**config.mk**
```make
export PLATFORM = sky130hd
export DESIGN_NAME = qsm_master
export DESIGN_NICKNAME = d
export VERILOG_FILES = /design/src/common/qsm_pkg.sv /design/src/hw/qsm_master.sv
export VERILOG_INCLUDE_DIRS = /design/src /design/src/common
export SDC_FILE = /design/constraint.sdc
export NUM_CORES = 1
export LEC_CHECK = 0
export BUFFER_PORTS_ARGS = -buffer_cell sky130_fd_sc_hd__buf_2
export CAP_MARGIN = 0
export CORE_AREA = 2 2 283 285
export DETAILED_ROUTE_END_ITERATION = 7
export DIE_AREA = 0 0 285 287
export GPL_TIMING_DRIVEN = 0
export PLACE_DENSITY = 0.36
export SYNTH_ARGS = -nofsm -noshare
export SYNTH_HDL_FRONTEND = slang
export SYNTH_SLANG_ARGS = --single-unit
```
**constraint.sdc**
```tcl
create_clock -name ref_clk_i -period 2.1 [get_ports ref_clk_i]
set_clock_uncertainty 0.1 [all_clocks]
set_input_delay 0.42 -clock ref_clk_i [delete_from_list [all_inputs] [get_ports ref_clk_i]]
set_output_delay 0.42 -clock ref_clk_i [all_outputs]
set_load 0.03 [all_outputs]
```
**src/common/qsm_map.svh**
```systemverilog
// Register offsets, field positions, reset values and timing counts
`ifndef QSM_MAP_SVH
`define QSM_MAP_SVH
`define QSM_CTRL1 8'h00
`define QSM_CTRL2 8'h04
`define QSM_STATUS 8'h08
`define QSM_CLEAR 8'h0C
`define QSM_INT_EN 8'h10
`define QSM_PORT_DATA 8'h14
`define QSM_PORT_DIR 8'h18
`define QSM_PIN_ASSIGN 8'h1C
`define QSM_TXQ_BASE 2'h1
`define QSM_RXQ_BASE 2'h2
`define QSM_EN_BIT 0
`define QSM_EV_FINISH 0
`define QSM_EV_XFER 1
`define QSM_PIN_MISO 0
`define QSM_PIN_MOSI 1
`define QSM_PIN_SCK 2
`define QSM_PIN_SEL0 3
`define QSM_PORT_RST 7'h00
`define QSM_CLK_NS 4
`define QSM_SCK_NS 32
`define QSM_HALF ((`QSM_SCK_NS / 2) / `QSM_CLK_NS)
`endif

```
**src/common/qsm_pkg.sv**
```systemverilog
// Types shared by the queued serial master
package qsm_pkg;
   // Engine states, Gray coded along the transfer path
   typedef enum logic [1:0] {
      QSM_IDLE = 2'b00,
      QSM_LOAD = 2'b01,
      QSM_SHIFT = 2'b11,
      QSM_NEXT = 2'b10
   } qsm_state_t;
   // Second control register layout
   typedef struct packed {
      logic irq_en;
      logic wrap_enable;
      logic [1:0] rsv1;
      logic [3:0] end_queue_pointer;
      logic [3:0] rsv0;
      logic [3:0] start_queue_pointer;
   } qsm_ctrl2_t;
   // One queue command word: select bits and data byte
   typedef struct packed {
      logic [3:0] sel;
      logic [7:0] data;
   } qsm_cmd_t;
endpackage

```
**src/hw/qsm_master.sv**
```systemverilog
// Queued serial master with shared port pins and an AHB-Lite register slave
//
// Overview of operation
// - Frames follow SPI mode zero, MSB first
// - Sixteen-entry queue run automatically between pointers
// - Wrap restarts at start pointer indefinitely
// - Selects asserted while their command executes
// - Port data bit gives select inactive level
// - Port data read returns sampled pin levels
// - Assigned pins driven by engine during transfers
// - Idle pins revert to stored port data
// - Select one maps to port bit four
// - Finished flag interrupts when enabled
// - Wrap cleared: one pass then stop
//
// The implementer's own choices: register access over AHB-Lite and the register offsets.
`timescale 1ns/1ps
`include "qsm_map.svh"
module qsm_master
   import qsm_pkg::*;
(
   // Clock and reset
   input wire logic ref_clk_i,
   input wire logic reset_i,
   // AHB-Lite slave
   input wire logic hsel_i,
   input wire logic [7:0] haddr_i,
   input wire logic [1:0] htrans_i,
   input wire logic hwrite_i,
   input wire logic [2:0] hsize_i,
   input wire logic [31:0] hwdata_i,
   input wire logic hready_i,
   output logic [31:0] hrdata_o,
   output logic hreadyout_o,
   output logic hresp_o,
   // Port pins: input, output, active-low output enable
   input wire logic [6:0] pin_i,
   output logic [6:0] pin_o,
   output logic [6:0] pin_oe_n_o,
   // Interrupt
   output logic irq_o
);
   ////////////////////////////////////////////////////////////////////////////
   // State declarations
   logic [6:0] pin_m; // First synchroniser stage
   logic [6:0] pin_s; // Synchronised pin levels
   logic [31:0] ctrl1; // Enable register
   qsm_ctrl2_t ctrl2; // Pointers, wrap and finish interrupt enable
   logic [1:0] status; // Sticky events
   logic [1:0] int_en; // Event enables
   logic [6:0] port_data; // Stored pin values
   logic [6:0] port_dir; // Pin directions, one is output
   logic [6:0] pin_assign; // One gives the pin to the engine
   qsm_cmd_t txq [16]; // Command and transmit queue
   logic [7:0] rxq [16]; // Receive queue
   logic wr_pend, next_wr_pend; // Write data phase pending
   logic [7:0] wr_addr, next_wr_addr; // Latched write address
   logic [31:0] next_hrdata;
   logic [31:0] next_ctrl1;
   qsm_ctrl2_t next_ctrl2;
   logic [1:0] next_status, next_int_en;
   logic [6:0] next_port_data, next_port_dir, next_pin_assign;
   logic next_irq;
   qsm_state_t state, next_state; // Engine state
   logic [7:0] div, next_div; // Half-period divider
   logic [2:0] bits, next_bits; // Bit counter
   logic [7:0] shift, next_shift; // Shift register
   logic rx_bit, next_rx_bit; // Bit caught on the rising edge
   logic [3:0] ptr, next_ptr; // Current queue pointer
   logic [3:0] sel, next_sel; // Selects of the current command
   logic sck, next_sck; // Serial clock level
   logic act, next_act; // Engine owns its pins
   logic en_q, next_en_q; // Enable seen last cycle
   logic [6:0] next_pin, next_oe_n;
   logic tick; // Divider enable pulse
   logic done_ev; // Queue finished event
   logic xfer_ev; // One transfer finished
   logic addr_ok; // Valid address phase

   ////////////////////////////////////////////////////////////////////////////
   // Address decode for the two queue windows
   function automatic logic in_q(input logic [7:0] a, input logic [1:0] base);
      in_q = (a[7:6] == base);
   endfunction

   // Divider enable: one pulse per half serial clock
   assign tick = (div == 8'(`QSM_HALF - 1));
   assign addr_ok = hsel_i & htrans_i[1] & hready_i;

   ////////////////////////////////////////////////////////////////////////////
   // Bus slave and register next values
   always_comb begin
      next_wr_pend = addr_ok & hwrite_i;
      next_wr_addr = addr_ok ? haddr_i : wr_addr;
      next_ctrl1 = ctrl1;
      next_ctrl2 = ctrl2;
      next_int_en = int_en;
      next_port_data = port_data;
      next_port_dir = port_dir;
      next_pin_assign = pin_assign;
      next_status = status;
      next_hrdata = hrdata_o;
      if (wr_pend) begin
         unique case (wr_addr)
            `QSM_CTRL1: next_ctrl1 = {31'h0, hwdata_i[`QSM_EN_BIT]};
            `QSM_CTRL2: next_ctrl2 = qsm_ctrl2_t'(hwdata_i[15:0] & 16'hCF0F);
            `QSM_CLEAR: next_status = status & ~hwdata_i[1:0];
            `QSM_INT_EN: next_int_en = hwdata_i[1:0];
            `QSM_PORT_DATA: next_port_data = hwdata_i[6:0];
            `QSM_PORT_DIR: next_port_dir = hwdata_i[6:0];
            `QSM_PIN_ASSIGN: next_pin_assign = hwdata_i[6:0];
            default: ; // Queue writes and unmapped addresses
         endcase
      end
      // Events set after the clear so a same-cycle event wins
      next_status = next_status | {xfer_ev, done_ev};
      if (addr_ok & ~hwrite_i) begin
         next_hrdata = 32'h0;
         if (in_q(haddr_i, `QSM_TXQ_BASE)) begin
            next_hrdata = {20'h0, txq[haddr_i[5:2]]};
         end else if (in_q(haddr_i, `QSM_RXQ_BASE)) begin
            next_hrdata = {24'h0, rxq[haddr_i[5:2]]};
         end else begin
            unique case (haddr_i)
               `QSM_CTRL1: next_hrdata = ctrl1;
               `QSM_CTRL2: next_hrdata = {16'h0, ctrl2};
               `QSM_STATUS: next_hrdata = {30'h0, status};
               `QSM_INT_EN: next_hrdata = {30'h0, int_en};
               `QSM_PORT_DATA: next_hrdata = {25'h0, pin_s};
               `QSM_PORT_DIR: next_hrdata = {25'h0, port_dir};
               `QSM_PIN_ASSIGN: next_hrdata = {25'h0, pin_assign};
               default: next_hrdata = 32'h0; // Unmapped reads as zero
            endcase
         end
      end
      // Finish event also needs the second control enable
      next_irq = |(next_status & int_en & {1'b1, ctrl2.irq_en});
   end

   // Bus slave registers and transmit queue writes
   always_ff @(posedge ref_clk_i) begin
      if (reset_i) begin
         wr_pend <= 1'b0;
         wr_addr <= 8'h00;
         hrdata_o <= 32'h0;
         hreadyout_o <= 1'b0;
         hresp_o <= 1'b0;
         ctrl1 <= 32'h0;
         ctrl2 <= qsm_ctrl2_t'(16'h0000);
         status <= 2'h0;
         int_en <= 2'h0;
         port_data <= `QSM_PORT_RST;
         port_dir <= 7'h00;
         pin_assign <= 7'h00;
         irq_o <= 1'b0;
      end else begin
         wr_pend <= next_wr_pend;
         wr_addr <= next_wr_addr;
         hrdata_o <= next_hrdata;
         hreadyout_o <= 1'b1; // Zero wait states, always OKAY
         hresp_o <= 1'b0;
         ctrl1 <= next_ctrl1;
         ctrl2 <= next_ctrl2;
         status <= next_status;
         int_en <= next_int_en;
         port_data <= next_port_data;
         port_dir <= next_port_dir;
         pin_assign <= next_pin_assign;
         irq_o <= next_irq;
      end
      if (wr_pend & in_q(wr_addr, `QSM_TXQ_BASE)) begin
         txq[wr_addr[5:2]] <= qsm_cmd_t'(hwdata_i[11:0]);
      end
   end

   ////////////////////////////////////////////////////////////////////////////
   // Transfer engine next values
   always_comb begin
      next_state = state;
      next_div = (state == QSM_SHIFT && !tick) ? div + 8'h01 : 8'h00;
      next_bits = bits;
      next_shift = shift;
      next_rx_bit = rx_bit;
      next_ptr = ptr;
      next_sel = sel;
      next_sck = sck;
      next_act = act;
      next_en_q = ctrl1[`QSM_EN_BIT];
      done_ev = 1'b0;
      xfer_ev = 1'b0;
      unique case (state)
         QSM_IDLE: begin
            // A rising enable starts a run at the start pointer
            if (ctrl1[`QSM_EN_BIT] & ~en_q) begin
               next_ptr = ctrl2.start_queue_pointer;
               next_state = QSM_LOAD;
            end
         end
         QSM_LOAD: begin
            next_shift = txq[ptr].data;
            next_sel = txq[ptr].sel;
            next_bits = 3'h0;
            next_sck = 1'b0;
            next_act = 1'b1;
            next_state = QSM_SHIFT;
         end
         QSM_SHIFT: begin
            if (tick & ~sck) begin
               // Leading edge samples the input line
               next_sck = 1'b1;
               next_rx_bit = pin_s[`QSM_PIN_MISO];
            end else if (tick) begin
               // Trailing edge shifts the next bit out
               next_sck = 1'b0;
               next_shift = {shift[6:0], rx_bit};
               next_bits = bits + 3'h1;
               if (bits == 3'h7) begin
                  next_state = QSM_NEXT;
               end
            end
         end
         QSM_NEXT: begin
            xfer_ev = 1'b1;
            if (!ctrl1[`QSM_EN_BIT]) begin
               // Software disable ends the run at a byte boundary
               next_act = 1'b0;
               next_state = QSM_IDLE;
            end else if (ptr == ctrl2.end_queue_pointer) begin
               done_ev = 1'b1;
               if (ctrl2.wrap_enable) begin
                  next_ptr = ctrl2.start_queue_pointer;
                  next_state = QSM_LOAD;
               end else begin
                  next_act = 1'b0;
                  next_state = QSM_IDLE;
               end
            end else begin
               next_ptr = ptr + 4'h1;
               next_state = QSM_LOAD;
            end
         end
      endcase
   end

   // Transfer engine registers and receive queue writes
   always_ff @(posedge ref_clk_i) begin
      if (reset_i) begin
         state <= QSM_IDLE;
         div <= 8'h00;
         bits <= 3'h0;
         shift <= 8'h00;
         rx_bit <= 1'b0;
         ptr <= 4'h0;
         sel <= 4'h0;
         sck <= 1'b0;
         act <= 1'b0;
         en_q <= 1'b0;
      end else begin
         state <= next_state;
         div <= next_div;
         bits <= next_bits;
         shift <= next_shift;
         rx_bit <= next_rx_bit;
         ptr <= next_ptr;
         sel <= next_sel;
         sck <= next_sck;
         act <= next_act;
         en_q <= next_en_q;
      end
      if (state == QSM_NEXT) begin
         rxq[ptr] <= shift;
      end
   end

   ////////////////////////////////////////////////////////////////////////////
   // Pin multiplexer next values
   always_comb begin
      next_pin = port_data;
      next_oe_n = ~port_dir;
      if (act) begin
         for (int k = 0; k < 7; k++) begin
            if (pin_assign[k]) begin
               if (k == `QSM_PIN_MOSI) begin
                  next_pin[k] = shift[7];
               end else if (k == `QSM_PIN_SCK) begin
                  next_pin[k] = sck;
               end else if (k >= `QSM_PIN_SEL0) begin
                  // Select bit four is select one; stored bit is idle level
                  next_pin[k] = port_data[k] ^ sel[2'(k - `QSM_PIN_SEL0)];
               end
            end
         end
      end
   end

   // Pin synchroniser and pin output registers
   always_ff @(posedge ref_clk_i) begin
      if (reset_i) begin
         pin_m <= 7'h00;
         pin_s <= 7'h00;
         pin_o <= `QSM_PORT_RST;
         pin_oe_n_o <= 7'h7F;
      end else begin
         pin_m <= pin_i;
         pin_s <= pin_m;
         pin_o <= next_pin;
         pin_oe_n_o <= next_oe_n;
      end
   end
endmodule // qsm_master

```
==> flow_summary.rst, run 1 <==
.. list-table::
   :header-rows: 1

   * - Metric
     - Value
   * - Cell taking the most area after synthesis
     - sky130_fd_sc_hd__edfxtp_1
   * - Routed wire length
     - 65100 um
   * - Count of yosys warnings during synthesis
     - 0
   * - Final cell count without fillers
     - 2445
   * - Sort of element at the end of the critical path
     - register
   * - Path class of the lowest-slack min-delay path
     - input pin to register
   * - Leading cell types by total area after synthesis
     - sky130_fd_sc_hd__edfxtp_1, sky130_fd_sc_hd__mux4_2, sky130_fd_sc_hd__dfxtp_1, sky130_fd_sc_hd__mux2i_1, sky130_fd_sc_hd__mux4_1
   * - DR vias/cell
     - 4.57
   * - Run status
     - finished with violations
   * - Length in cells of the worst reg-to-reg path
     - 6
   * - Most frequently used flop master after synthesis
     - sky130_fd_sc_hd__edfxtp_1
   * - Total number of nets in the final design
     - 1415
   * - Endpoint required time on the critical path
     - 2.48 ns
   * - Routed Antenna Nets
     - 0
   * - Final setup violation count
     - 27
   * - Layout Area Growth over Synthesis
     - 25.1%
   * - Post-synthesis register bit count
     - 444
   * - GR Overflow Total
     - 0
   * - Failing checks
     - negative setup slack
   * - Iteration count of the initial detailed-routing pass
     - 7
   * - Number of antenna violations at the first check in global routing
     - 2
   * - Fraction of synthesis flops using an asynchronous set or reset pin
     - 0%
   * - Fin area
     - 23500 um^2
   * - Power per standard cell area
     - 820 nW/um^2
   * - Violation count after the first detailed-route iteration
     - 969
   * - Number of placed I/O pins
     - 106
   * - Gate count after technology mapping
     - 1160
   * - Fraction of final layout cells with drive strength greater than 1
     - 33.6%
   * - Sinks on the clock net
     - 444
   * - Critical path capture point
     - shift[7]
   * - Wire length of the first global-routing pass
     - 90700 um
   * - Critical path class
     - register to register
   * - Max Fanout on Critical Path
     - 8
   * - Post-synthesis area per instance
     - 16.2 um^2
   * - Pre-CTS setup slack
     - -1.17 ns
   * - Placed cells
     - 2312
   * - Number of cell rows
     - 103
   * - Sequential element share of the synthesized area
     - 64.4%
   * - Most instantiated cells after synthesis
     - sky130_fd_sc_hd__edfxtp_1, sky130_fd_sc_hd__dfxtp_1, sky130_fd_sc_hd__mux4_2
   * - Initial core utilization
     - 23.9%
   * - Shortest period the worst path allows
     - 2.22 ns
   * - Via count of the first global-routing pass
     - 11500
   * - Filler cell count in the final layout
     - 7867
   * - Global placer's final weighted congestion
     - 0.778
   * - Actual transition at the worst max-transition pin
     - 1.15 ns
   * - Terminus of the critical flop-to-flop path
     - shift[7]
   * - Final count of pins violating max slew
     - 0
   * - Drc violations
     - 0
   * - Number of buffers added by the clock tree synthesis step
     - 52
   * - Worst setup slack for register-to-register paths
     - -0.12 ns
   * - Library cell with the highest instance count after synthesis
     - sky130_fd_sc_hd__edfxtp_1
   * - Max rail drop VDD
     - 0.499 mV
   * - Clock latency on the worst-skew pair
     - 0.61 ns
   * - Root Driver
     - sky130_fd_sc_hd__clkbuf_16
   * - Total vias in the final route
     - 11200
   * - Total routing usage reported by global routing
     - 15.9%
   * - Drt wl/cell
     - 26.6 um
   * - Maximum number of pins on one net before global-route repair
     - 24
   * - TritonCTS clock tree
     - yes
   * - Count of flip-flops with a built-in enable after synthesis
     - 320
   * - Min setup slack post-route
     - -0.125 ns
   * - LEAKAGE
     - 7.77 nW
   * - Die width
     - 285 um
   * - Maximum capacitance violations
     - 0
   * - RSZ-0062 raised after global routing
     - true
   * - H-tree depth
     - 2
   * - DP HPWL
     - 46000 um
   * - Die Area
     - 81800 um^2
   * - Synth cell types
     - 71
   * - Element type at the critical path start
     - register
   * - Core outline area
     - 78600 um^2
   * - Achievable clock frequency
     - 449 MHz
   * - Fraction of synthesized cell area taken by the top area cell type
     - 51.2%
   * - Data arrival time of the critical path
     - 2.61 ns
   * - Clock transition at the registers of the reported paths
     - 0.06 ns
   * - Port Buffer Count
     - 62
   * - Vertical die dimension
     - 287 um
   * - Hold Violations, Final
     - 0
   * - Worst slew slack as a fraction of its limit
     - 23.2%
   * - Post-route fraction of the period consumed by the critical path
     - 106%
   * - Placed Instance Area
     - 20900 um^2
   * - CTS max path bufs
     - 3
   * - Post-layout util
     - 29.9%
   * - Combined area of all synthesized cells
     - 18800 um^2
-- critical path, stage by stage, from the launching register on --
cell	delay, ns
sky130_fd_sc_hd__dfxtp_2	0.34
sky130_fd_sc_hd__buf_12	0.16
sky130_fd_sc_hd__buf_12	0.15
sky130_fd_sc_hd__mux4_1	0.55
sky130_fd_sc_hd__mux4_2	0.54
sky130_fd_sc_hd__mux2i_1	0.16
sky130_fd_sc_hd__a21oi_1	0.08
-- cell families (layout without fill, tap and decap cells) --
family | after synthesis | after routing | share of synthesized area [%]
other | 1 | 20 | 0.0200
buffers and inverters | 98 | 314 | 3.01
multiplexers | 205 | 205 | 20.1
XOR/XNOR | 12 | 12 | 0.560
AND/OR/NAND/NOR | 277 | 277 | 7.32
adder cells (fa/ha/maj) | 7 | 7 | 0.466
AO/OA/AOI/OAI | 116 | 116 | 4.15
flip-flops | 444 | 444 | 64.4
-- flip-flops by register name, indices dropped and copies added (netlist names), 2 cells and up, named ones only --
register / flops
wr_addr: 8
sel: 2
pin_o: 7
port_dir: 7
div: 8
hrdata_o: 14
ptr: 4
pin_assign: 7
ctrl2: 10
state: 2
pin_oe_n_o: 7
port_data: 7
txq: 192
pin_s: 7
pin_m: 7
rxq: 128
status: 2
bits: 3
int_en: 2
shift: 8
-- metrics by stage --
step / TNS, ns / hold slack (ns) / power (mW)
finish: -1.24 / 0.101 / 19.3
CTS: -4.17 / 0.0632 / 19.5
global route: -2.70 / 0.0898 / 19.9
detailed placement: -99.92 / 0.317 / 10.6
floorplan: 0 / 0.267 / 10.1
global placement: -301.81 / 0.312 / 10.6
-- final cells by class --
type | count | area [um^2] | area share, %
antenna | 1 | 2.50 | 0.0107
buffer | 87 | 642 | 2.73
clock buffer | 80 | 1540 | 6.55
clock inverter | 17 | 119 | 0.506
inverter | 8 | 31.3 | 0.133
multi-input combinational | 636 | 6570 | 28.0
sequential | 444 | 12100 | 51.5
tap | 1050 | 1310 | 5.59
timing repair buffer | 122 | 1170 | 4.99
-- cells in the final DEF, fill, tap and decap left out, types with 8 or more instances in the layout --
cell type / count
sky130_fd_sc_hd__buf_2: 70
sky130_fd_sc_hd__conb_1: 19
sky130_fd_sc_hd__dfxtp_1: 117
sky130_fd_sc_hd__nand2b_1: 10
sky130_fd_sc_hd__o21ai_0: 19
sky130_fd_sc_hd__buf_6: 16
sky130_fd_sc_hd__mux4_2: 125
sky130_fd_sc_hd__clkbuf_16: 54
sky130_fd_sc_hd__and3_1: 10
sky130_fd_sc_hd__edfxtp_1: 320
sky130_fd_sc_hd__a21oi_1: 34
sky130_fd_sc_hd__a22oi_1: 8
sky130_fd_sc_hd__mux2_2: 9
sky130_fd_sc_hd__clkinv_2: 12
sky130_fd_sc_hd__clkbuf_2: 8
sky130_fd_sc_hd__clkbuf_1: 31
sky130_fd_sc_hd__mux2i_1: 62
sky130_fd_sc_hd__nor2_1: 64
sky130_fd_sc_hd__buf_4: 43
sky130_fd_sc_hd__nand3_1: 30
sky130_fd_sc_hd__dlygate4sd3_1: 11
sky130_fd_sc_hd__nor2b_1: 24
sky130_fd_sc_hd__nand2_1: 64
sky130_fd_sc_hd__buf_8: 12
sky130_fd_sc_hd__clkbuf_8: 9
sky130_fd_sc_hd__nor2_4: 24
sky130_fd_sc_hd__buf_12: 18
-- power breakdown --
group	internal, mW	leakage (nW)	total (mW)	switching [mW]
combinational	0.341	3.01	0.966	0.625
sequential	9.40	3.93	9.45	0.0518
clock	5.16	0.824	8.84	3.69
total	14.9	7.77	19.3	4.36
-- what timing repair did --
item / CTS / global route
hold buffers: 11 / 0
pin swaps: 22 / 20
cloned: 4 / 0
endpoints found under the hold margin: 11 / 0
setup buffers: 15 / 11
resized for setup: 114 / 44
setup endpoints to repair: 313 / 246
-- layer usage --
| metal | wire length [um] | share of wire [%] | vias up | GRT usage (%) |
|---|---|---|---|---|
| met5 | 0 | 0 | - | 0 |
| met4 | 1490 | 2.3 | 0 | 4.48 |
| met3 | 2600 | 4.0 | 78 | 2.25 |
| met2 | 31000 | 48 | 278 | 26.3 |
| met1 | 30000 | 46 | 5912 | 21.8 |
| li1 | - | - | 4912 | - |
-- how the worst min path moves through the flow --
stage	depth (start not counted)	startpoint	to
after floorplan	1	port_dir[0]	pin_oe_n_o[0]
after global placement	1	port_dir[0]	pin_oe_n_o[0]
after detailed placement	1	port_dir[4]	pin_oe_n_o[4]
after CTS	3	haddr_i[7]	wr_addr[7]
after global routing	3	haddr_i[6]	wr_addr[6]
final	3	haddr_i[7]	wr_addr[7]
Power figures use the tool's default switching activity.
==> inputs of run 2 (changes only) <==
GPL_TIMING_DRIVEN = not set   (was 0)
RECOVER_POWER = 25   (was not set)
==> run 2 against run 1 <==
Against the previous run: the flow still finishes with violations (negative setup slack); critical path depth fell by 1; power rose by 0.33%; register-to-register slack improved by 0.07 ns; final cell count rose by 1.6%; non-clock buffer count rose by 43; final area rose by 0.36%; die area did not move; sequential power barely moved; combinational power rose by 2%; hold slack got worse by 0.0063 ns; clock power rose by 0.7%.
==> flow_summary.rst, run 2 (same netlist as run 1, synthesis figures left out) <==
.. list-table::
   :header-rows: 1

   * - Metric
     - Value
   * - Final count of pins violating max slew
     - 0 (unchanged)
   * - Drt wl/cell
     - 23.8 um (-10%)
   * - Data arrival time of the critical path
     - 2.53 ns (-0.08 ns)
   * - Net switching component of the power
     - 4.23 mW (-3.0%)
   * - Clock network fraction of design power
     - 46.1% (+0.2 points)
   * - Iteration count of the initial detailed-routing pass
     - 5 (-2)
   * - Share of total power in sequential cells
     - 48.8% (-0.3 points)
   * - Path class of the lowest-slack min-delay path
     - input pin to register
   * - Root Driver
     - sky130_fd_sc_hd__clkbuf_16
   * - Number of cell rows
     - 103 (unchanged)
   * - Power per standard cell area
     - 820 nW/um^2 (about the same)
   * - Total routing usage reported by global routing
     - 14.6% (-1.3 points)
   * - Violation count after the first detailed-route iteration
     - 946 (-2.4%)
   * - DP HPWL
     - 40900 um (-11%)
   * - Total Negative Setup Slacks
     - -0.143 ns (+1.10 ns)
   * - Commonest non-fill, non-tap cells in the layout
     - sky130_fd_sc_hd__edfxtp_1, sky130_fd_sc_hd__buf_4, sky130_fd_sc_hd__mux4_2, sky130_fd_sc_hd__dfxtp_1, sky130_fd_sc_hd__nor2_1
   * - Failing checks
     - negative setup slack
   * - Number of placed I/O pins
     - 106 (unchanged)
   * - RSZ-0062 raised after global routing
     - true
   * - Sort of element at the end of the critical path
     - register
   * - Element type at the critical path start
     - register
   * - Fraction of final layout cells with drive strength greater than 1
     - 33.4% (-0.24 points)
   * - Via count of the first global-routing pass
     - 11700 (+0.95%)
   * - Critical path class
     - register to register
   * - DR vias/cell
     - 4.47 (-2.1%)
   * - Maximum number of pins on one net before global-route repair
     - 38 (+58%)
   * - Die width
     - 285 um (unchanged)
   * - Global placer's final weighted congestion
     - 0.766 (-1.5%)
   * - Run status
     - finished with violations
   * - Max rail drop VDD
     - 0.646 mV (+29%)
   * - Hold Violations, Final
     - 0 (unchanged)
   * - Initial core utilization
     - 23.9% (unchanged)
   * - Endpoint required time on the critical path
     - 2.48 ns (about the same)
   * - LEAKAGE
     - 8.05 nW (+3.5%)
   * - CTS max path bufs
     - 3 (unchanged)
   * - Internal power component
     - 15.1 mW (+1.3%)
   * - Post-route fraction of the period consumed by the critical path
     - 102% (-3.5 points)
   * - Routed Antenna Nets
     - 0 (unchanged)
   * - Clock latency on the worst-skew pair
     - 0.59 ns (-0.02 ns)
   * - Maximum capacitance violations
     - 0 (unchanged)
   * - Number of buffers added by the clock tree synthesis step
     - 52 (unchanged)
   * - Actual transition at the worst max-transition pin
     - 1.30 ns (+0.151 ns)
   * - Final setup violation count
     - 5 (-81%)
   * - Core outline area
     - 78600 um^2 (unchanged)
   * - Fin area
     - 23600 um^2 (+0.36%)
   * - Most common cell after layout, fill and taps aside
     - sky130_fd_sc_hd__edfxtp_1
   * - Total number of nets in the final design
     - 1458 (+3.0%)
   * - Placed Instance Area
     - 21800 um^2 (+4.1%)
   * - GR Overflow Total
     - 0 (unchanged)
   * - Total vias in the final route
     - 11100 (-0.58%)
   * - Pre-CTS setup slack
     - -0.610 ns (+0.560 ns)
   * - TritonCTS clock tree
     - yes
   * - Drc violations
     - 0 (unchanged)
   * - Routed wire length
     - 59200 um (-9.0%)
   * - Max Fanout on Critical Path
     - 8 (unchanged)
   * - Number of antenna violations at the first check in global routing
     - 2 (unchanged)
   * - Combinational power share
     - 5.1% (about the same)
   * - Vertical die dimension
     - 287 um (unchanged)
   * - Die Area
     - 81800 um^2 (unchanged)
   * - Antenna diode count
     - 0 (-1)
   * - Overall power of the completed layout
     - 19.3 mW (+0.33%)
   * - Shortest period the worst path allows
     - 2.15 ns (-0.0728 ns)
   * - Min setup slack post-route
     - -0.0521 ns (+0.0728 ns)
   * - Wire length of the first global-routing pass
     - 85500 um (-5.7%)
   * - Achievable clock frequency
     - 465 MHz (+3.4%)
   * - H-tree depth
     - 2 (unchanged)
   * - Port Buffer Count
     - 64 (+3.2%)
   * - Layout Area Growth over Synthesis
     - 25.6%
   * - Clock transition at the registers of the reported paths
     - 0.06 ns (about the same)
   * - Share of total power consumed by net switching
     - 21.9% (-0.75 points)
   * - Flip-flop count of the largest register, all copies and words added
     - 192 (unchanged)
   * - Worst slew slack as a fraction of its limit
     - 13.2% (-10 points)
   * - Sinks on the clock net
     - 444 (unchanged)
-- run 2: path summary, 6_finish.rpt --
path | depth (start not counted) | start | slack, ns | end
setup / recovery | 5 | register | -0.05 | shift[7]
hold / removal | 4 | haddr_i[1] | 0.09 | wr_addr[1]
setup reg to reg | 5 | register | -0.05 | shift[7]
hold reg to reg | 1 | port_dir[5] | 0.32 | pin_oe_n_o[5]
-- run 2: metrics by stage --
step	std cells	util, %	hold WS [ns]
3_3_place_gp	2380	27.7	0.314
4_1_cts	2485	30.0	0.0497
3_5_place_dp	2380	27.7	0.307
5_1_grt	2484	30.0	0.103
6_report	2484	30.0	0.0949
2_1_floorplan	1178	-	0.267
-- run 2: metal layers --
layer	share of wire, %	up-vias	global-route usage, %
met4	2.5	0	4.42
li1	-	4990	-
met2	48	237	23.9
met5	0	-	0
met3	4.0	79	2.29
met1	46	5809	19.9
-- run 2: power groups by stage --
stage | Sequential, mW | Clock, mW | Combinational, mW
finish | 9.44 | 8.90 | 0.981
global route | 9.44 | 9.57 | 1.06
CTS | 9.44 | 9.21 | 1.00
detailed placement | 9.63 | 0 | 0.985
global placement | 9.62 | 0 | 0.983
floorplan | 9.62 | 0 | 0.508
-- run 2: critical path, cell delays in order (launching register included) --
cell and delay [ns]:
sky130_fd_sc_hd__dfxtp_4 0.41, sky130_fd_sc_hd__buf_12 0.16, sky130_fd_sc_hd__mux4_1 0.56, sky130_fd_sc_hd__mux4_2 0.54, sky130_fd_sc_hd__mux2i_1 0.17, sky130_fd_sc_hd__a21oi_1 0.08
-- run 2: final cells by class --
cell class	count	area, um^2
multi-input combinational	636	6230
clock inverter	25	210
clock buffer	69	1470
sequential	444	12100
fill	7862	55000
inverter	8	30.0
tap	1050	1310
timing repair buffer	252	2210
-- run 2: timing repair --
item | CTS | global route
pin swaps | 4 | 5
hold buffers | 9 | 0
endpoints found under the setup margin | 39 | 48
endpoints found under the hold margin | 9 | 0
buffers inserted | 2 | 0
gates resized for setup | 28 | 7
==> inputs of run 3 (changes only) <==
ABC_AREA = 1   (was not set)
CORE_AREA = 2 2 289 291   (was 2 2 283 285)
DIE_AREA = 0 0 291 293   (was 0 0 285 287)
SKIP_LAST_GASP = 1   (was not set)
==> run 3 against run 2 <==
Against the previous run: the run now ends clean; largest power group unchanged; sequential power is essentially flat; hold slack gained 0.044 ns; synthesized area grew 4.1%.
==> flow_summary.rst, run 3 <==
.. list-table::
   :header-rows: 1

   * - Metric
     - Value
   * - Final count of pins violating max slew
     - 0 (unchanged)
   * - GR Overflow Total
     - 0 (unchanged)
   * - Total vias in the final route
     - 15400 (+39%)
   * - Initial core utilization
     - 23.9% (about the same)
   * - Routed Antenna Nets
     - 0 (unchanged)
   * - DR vias/cell
     - 4.50 (+0.66%)
   * - H-tree depth
     - 2 (unchanged)
   * - DP HPWL
     - 46700 um (+14%)
   * - Count of flip-flops with a built-in enable after synthesis
     - 320 (unchanged)
   * - Achievable clock frequency
     - 519 MHz (+12%)
   * - Sinks on the clock net
     - 444 (unchanged)
   * - Routed wire length
     - 69500 um (+17%)
   * - Endpoint required time on the critical path
     - 2.46 ns (-0.02 ns)
   * - Most instantiated cells after synthesis
     - sky130_fd_sc_hd__nand2_1, sky130_fd_sc_hd__edfxtp_1, sky130_fd_sc_hd__nor2_1
   * - Clock transition at the registers of the reported paths
     - 0.06 ns (about the same)
   * - Worst hold path depth
     - 4 (unchanged)
   * - Tightest hold margin
     - 0.139 ns (+0.0440 ns)
   * - Hold Violations, Final
     - 0 (unchanged)
   * - Data arrival time of the critical path
     - 2.29 ns (-0.24 ns)
   * - Path class of the lowest-slack min-delay path
     - input pin to register
   * - Sequential element share of the synthesized area
     - 61.8% (-2.6 points)
   * - Combined area of all synthesized cells
     - 19600 um^2 (+4.1%)
   * - Max Fanout on Critical Path
     - 5 (-3)
   * - Critical path class
     - register to register
   * - Main combinational cell family by area after synthesis
     - simple AND/OR/NAND/NOR gates
   * - Fraction of synthesized cell area taken by the top area cell type
     - 49.1% (-2.0 points)
   * - Area used by multi-input combinational logic
     - 6450 um^2 (+3.6%)
   * - Via count of the first global-routing pass
     - 15200 (+31%)
   * - Detailed route wirelength on metal2
     - 32500 um (+15%)
   * - Violation count after the first detailed-route iteration
     - 1195 (+26%)
   * - CTS max path bufs
     - 3 (unchanged)
   * - Sum of routed wire segments on met1
     - 33000 um (+21%)
   * - Run status
     - complete, no violations
   * - Flip-flop and latch area
     - 12100 um^2 (about the same)
   * - Wire length of the first global-routing pass
     - 102000 um (+19%)
   * - Clock latency on the worst-skew pair
     - 0.60 ns (about the same)
   * - Synth cell types
     - 42 (-41%)
   * - Area fraction in compound gates after synthesis
     - 8.55% (+4.4 points)
   * - Layout Area Growth over Synthesis
     - 23.4%
   * - Post-route fraction of the period consumed by the critical path
     - 91.8% (-11 points)
   * - Number of cell rows
     - 105 (+1.9%)
   * - Length in cells of the worst reg-to-reg path
     - 8 (+3)
   * - Vertical die dimension
     - 293 um (+2.1%)
   * - Number of antenna violations at the first check in global routing
     - 1 (-1)
   * - Final setup violation count
     - 0 (-5)
   * - Leading cell types by total area after synthesis
     - sky130_fd_sc_hd__edfxtp_1, sky130_fd_sc_hd__nand2_1, sky130_fd_sc_hd__dfxtp_1, sky130_fd_sc_hd__nor2_1, sky130_fd_sc_hd__o21ai_0
   * - Number of placed I/O pins
     - 106 (unchanged)
   * - Port Buffer Count
     - 64 (unchanged)
   * - Die width
     - 291 um (+2.1%)
   * - Highest layer used for signal routing
     - met5
   * - Mux contribution to synthesized area
     - 0% (-20 points)
   * - Fraction of final layout cells with drive strength greater than 1
     - 13.6% (-20 points)
   * - TritonCTS clock tree
     - yes
   * - RSZ-0062 raised after global routing
     - false
   * - Sort of element at the end of the critical path
     - register
   * - Core outline area
     - 81800 um^2 (+4.1%)
   * - Drc violations
     - 0 (unchanged)
   * - Maximum number of pins on one net before global-route repair
     - 52 (+37%)
   * - Filler cell count in the final layout
     - 8614 (+9.6%)
   * - Root Driver
     - sky130_fd_sc_hd__clkbuf_16
   * - Overall power of the completed layout
     - 19.7 mW (+2.0%)
   * - Fraction of synthesis flops using an asynchronous set or reset pin
     - 0% (unchanged)
   * - Global placer's final weighted congestion
     - 0.790 (+3.1%)
   * - LEAKAGE
     - 9.46 nW (+18%)
   * - Post-CTS setup buffers
     - 0 (-2)
   * - Count of yosys warnings during synthesis
     - 0 (unchanged)
   * - Actual transition at the worst max-transition pin
     - 1.31 ns (+0.0120 ns)
   * - Worst slew slack as a fraction of its limit
     - 12.4% (-0.80 points)
   * - Total routing usage reported by global routing
     - 16.2% (+1.6 points)
   * - Gate count after technology mapping
     - 2122 (+83%)
   * - Max rail drop VDD
     - 0.511 mV (-21%)
   * - Sum of met3 wire segment lengths after detailed routing
     - 2820 um (+19%)
   * - Post-synthesis area per instance
     - 9.21 um^2 (-43%)
   * - Die Area
     - 85300 um^2 (+4.2%)
   * - Library cell with the highest instance count after synthesis
     - sky130_fd_sc_hd__nand2_1
   * - Iteration count of the initial detailed-routing pass
     - 7 (+2)
   * - Flip-flop count of the largest register, all copies and words added
     - 192 (unchanged)
   * - Total number of nets in the final design
     - 2374 (+63%)
   * - Post-synthesis register bit count
     - 444 (unchanged)
   * - Antenna diode count
     - 0 (unchanged)
   * - Number of buffers added by the clock tree synthesis step
     - 51 (-1.9%)
   * - Commonest non-fill, non-tap cells in the layout
     - sky130_fd_sc_hd__nand2_1, sky130_fd_sc_hd__edfxtp_1, sky130_fd_sc_hd__nor2_1, sky130_fd_sc_hd__o21ai_0, sky130_fd_sc_hd__buf_4
   * - Final cell count without fillers
     - 3420 (+38%)
   * - Maximum capacitance violations
     - 0 (unchanged)
   * - XOR/XNOR share of the synthesized area
     - 0.269% (-0.29 points)
   * - Drt wl/cell
     - 20.3 um (-15%)
   * - Most frequently used flop master after synthesis
     - sky130_fd_sc_hd__edfxtp_1
   * - Power per standard cell area
     - 817 nW/um^2 (-0.28%)
   * - Element type at the critical path start
     - register
   * - Area fraction in and, or, nand and nor cells after synthesis
     - 23.3% (+16 points)
   * - Cell taking the most area after synthesis
     - sky130_fd_sc_hd__edfxtp_1
   * - Most common cell after layout, fill and taps aside
     - sky130_fd_sc_hd__nand2_1
   * - Shortest period the worst path allows
     - 1.93 ns (-0.225 ns)
   * - Post-synthesis adder-cell area fraction
     - 0.448% (-0.019 points)
   * - Placed cells
     - 3317 (+39%)
## run 3: changes by cell type after synthesis, sizes merged, moves of 87 or more
cell	delta
nand2	+627
nor2	+181
mux4	-131
o21ai	+128
inv	+103
nand3	+87
## run 3: cell families (layout without fill, tap and decap cells)
kind of cell	count (synthesis)	count (layout)
buffers and inverters	238	448
adders and majority gates	7	7
DFF	444	444
xor gates and xnor gates	6	6
AOI/OAI and AO/OA	296	296
other	1	19
and+or+nand+nor	1130	1130
## run 3: per-layer routing
layer / track usage, % / up-vias
met1: 22.6 / 7481
met5: 0 / -
met4: 3.87 / 2
met2: 26.6 / 372
met3: 1.96 / 80
li1: - / 7470
## run 3: final timing paths
check | from | end | slack (ns)
hold / removal | haddr_i[1] | wr_addr[1] | 0.14
setup / recovery | wr_addr[4] | irq_o | 0.17
hold reg to reg | pin_m[0] | pin_s[0] | 0.31
setup reg to reg | wr_addr[4] | irq_o | 0.17
## run 3: worst max-delay path, cell delays in order (launching register included)
cell and delay [ns]:
sky130_fd_sc_hd__dfxtp_1 0.31, sky130_fd_sc_hd__inv_1 0.10, sky130_fd_sc_hd__nand2_1 0.18, sky130_fd_sc_hd__nor3_1 0.37, sky130_fd_sc_hd__nand2_1 0.17, sky130_fd_sc_hd__o31ai_1 0.21, sky130_fd_sc_hd__o21ai_0 0.16, sky130_fd_sc_hd__nand3b_1 0.11
sky130_fd_sc_hd__nand2_1 0.09
## run 3: cell type report
| type | instances | area share [%] |
|---|---|---|
| Inverter | 114 | 1.78 |
| Timing Repair Buffer | 241 | 8.86 |
| Tap cell | 1070 | 5.55 |
| Multi-Input combinational cell | 1458 | 26.8 |
| Clock buffer | 63 | 5.77 |
| Sequential cell | 444 | 50.1 |
| Clock inverter | 30 | 1.15 |
## run 3: what timing repair did
action,in CTS,in global routing
hold endpoints to repair,10,0
gates resized for setup,0,3
hold buffers,10,0
endpoints found under the setup margin,0,12
## run 3: stage by stage
step / setup slack (ns) / utilization (%) / TNS (ns) / cell area [um^2]
after CTS: 0.0741 / 29.5 / 0 / 24100
final: 0.173 / 29.5 / 0 / 24100
after global routing: 0.0132 / 29.5 / 0 / 24100
after detailed placement: -0.128 / 27.3 / -0.617 / 22400
after global placement: -0.126 / 27.3 / -0.552 / 22400
after floorplan: 0.171 / - / 0 / 19600
## run 3: power by group
group | total, mW | internal [mW] | switching [mW]
Sequential | 9.44 | 9.40 | 0.0366
Clock | 8.98 | 5.29 | 3.69
Combinational | 1.30 | 0.408 | 0.893
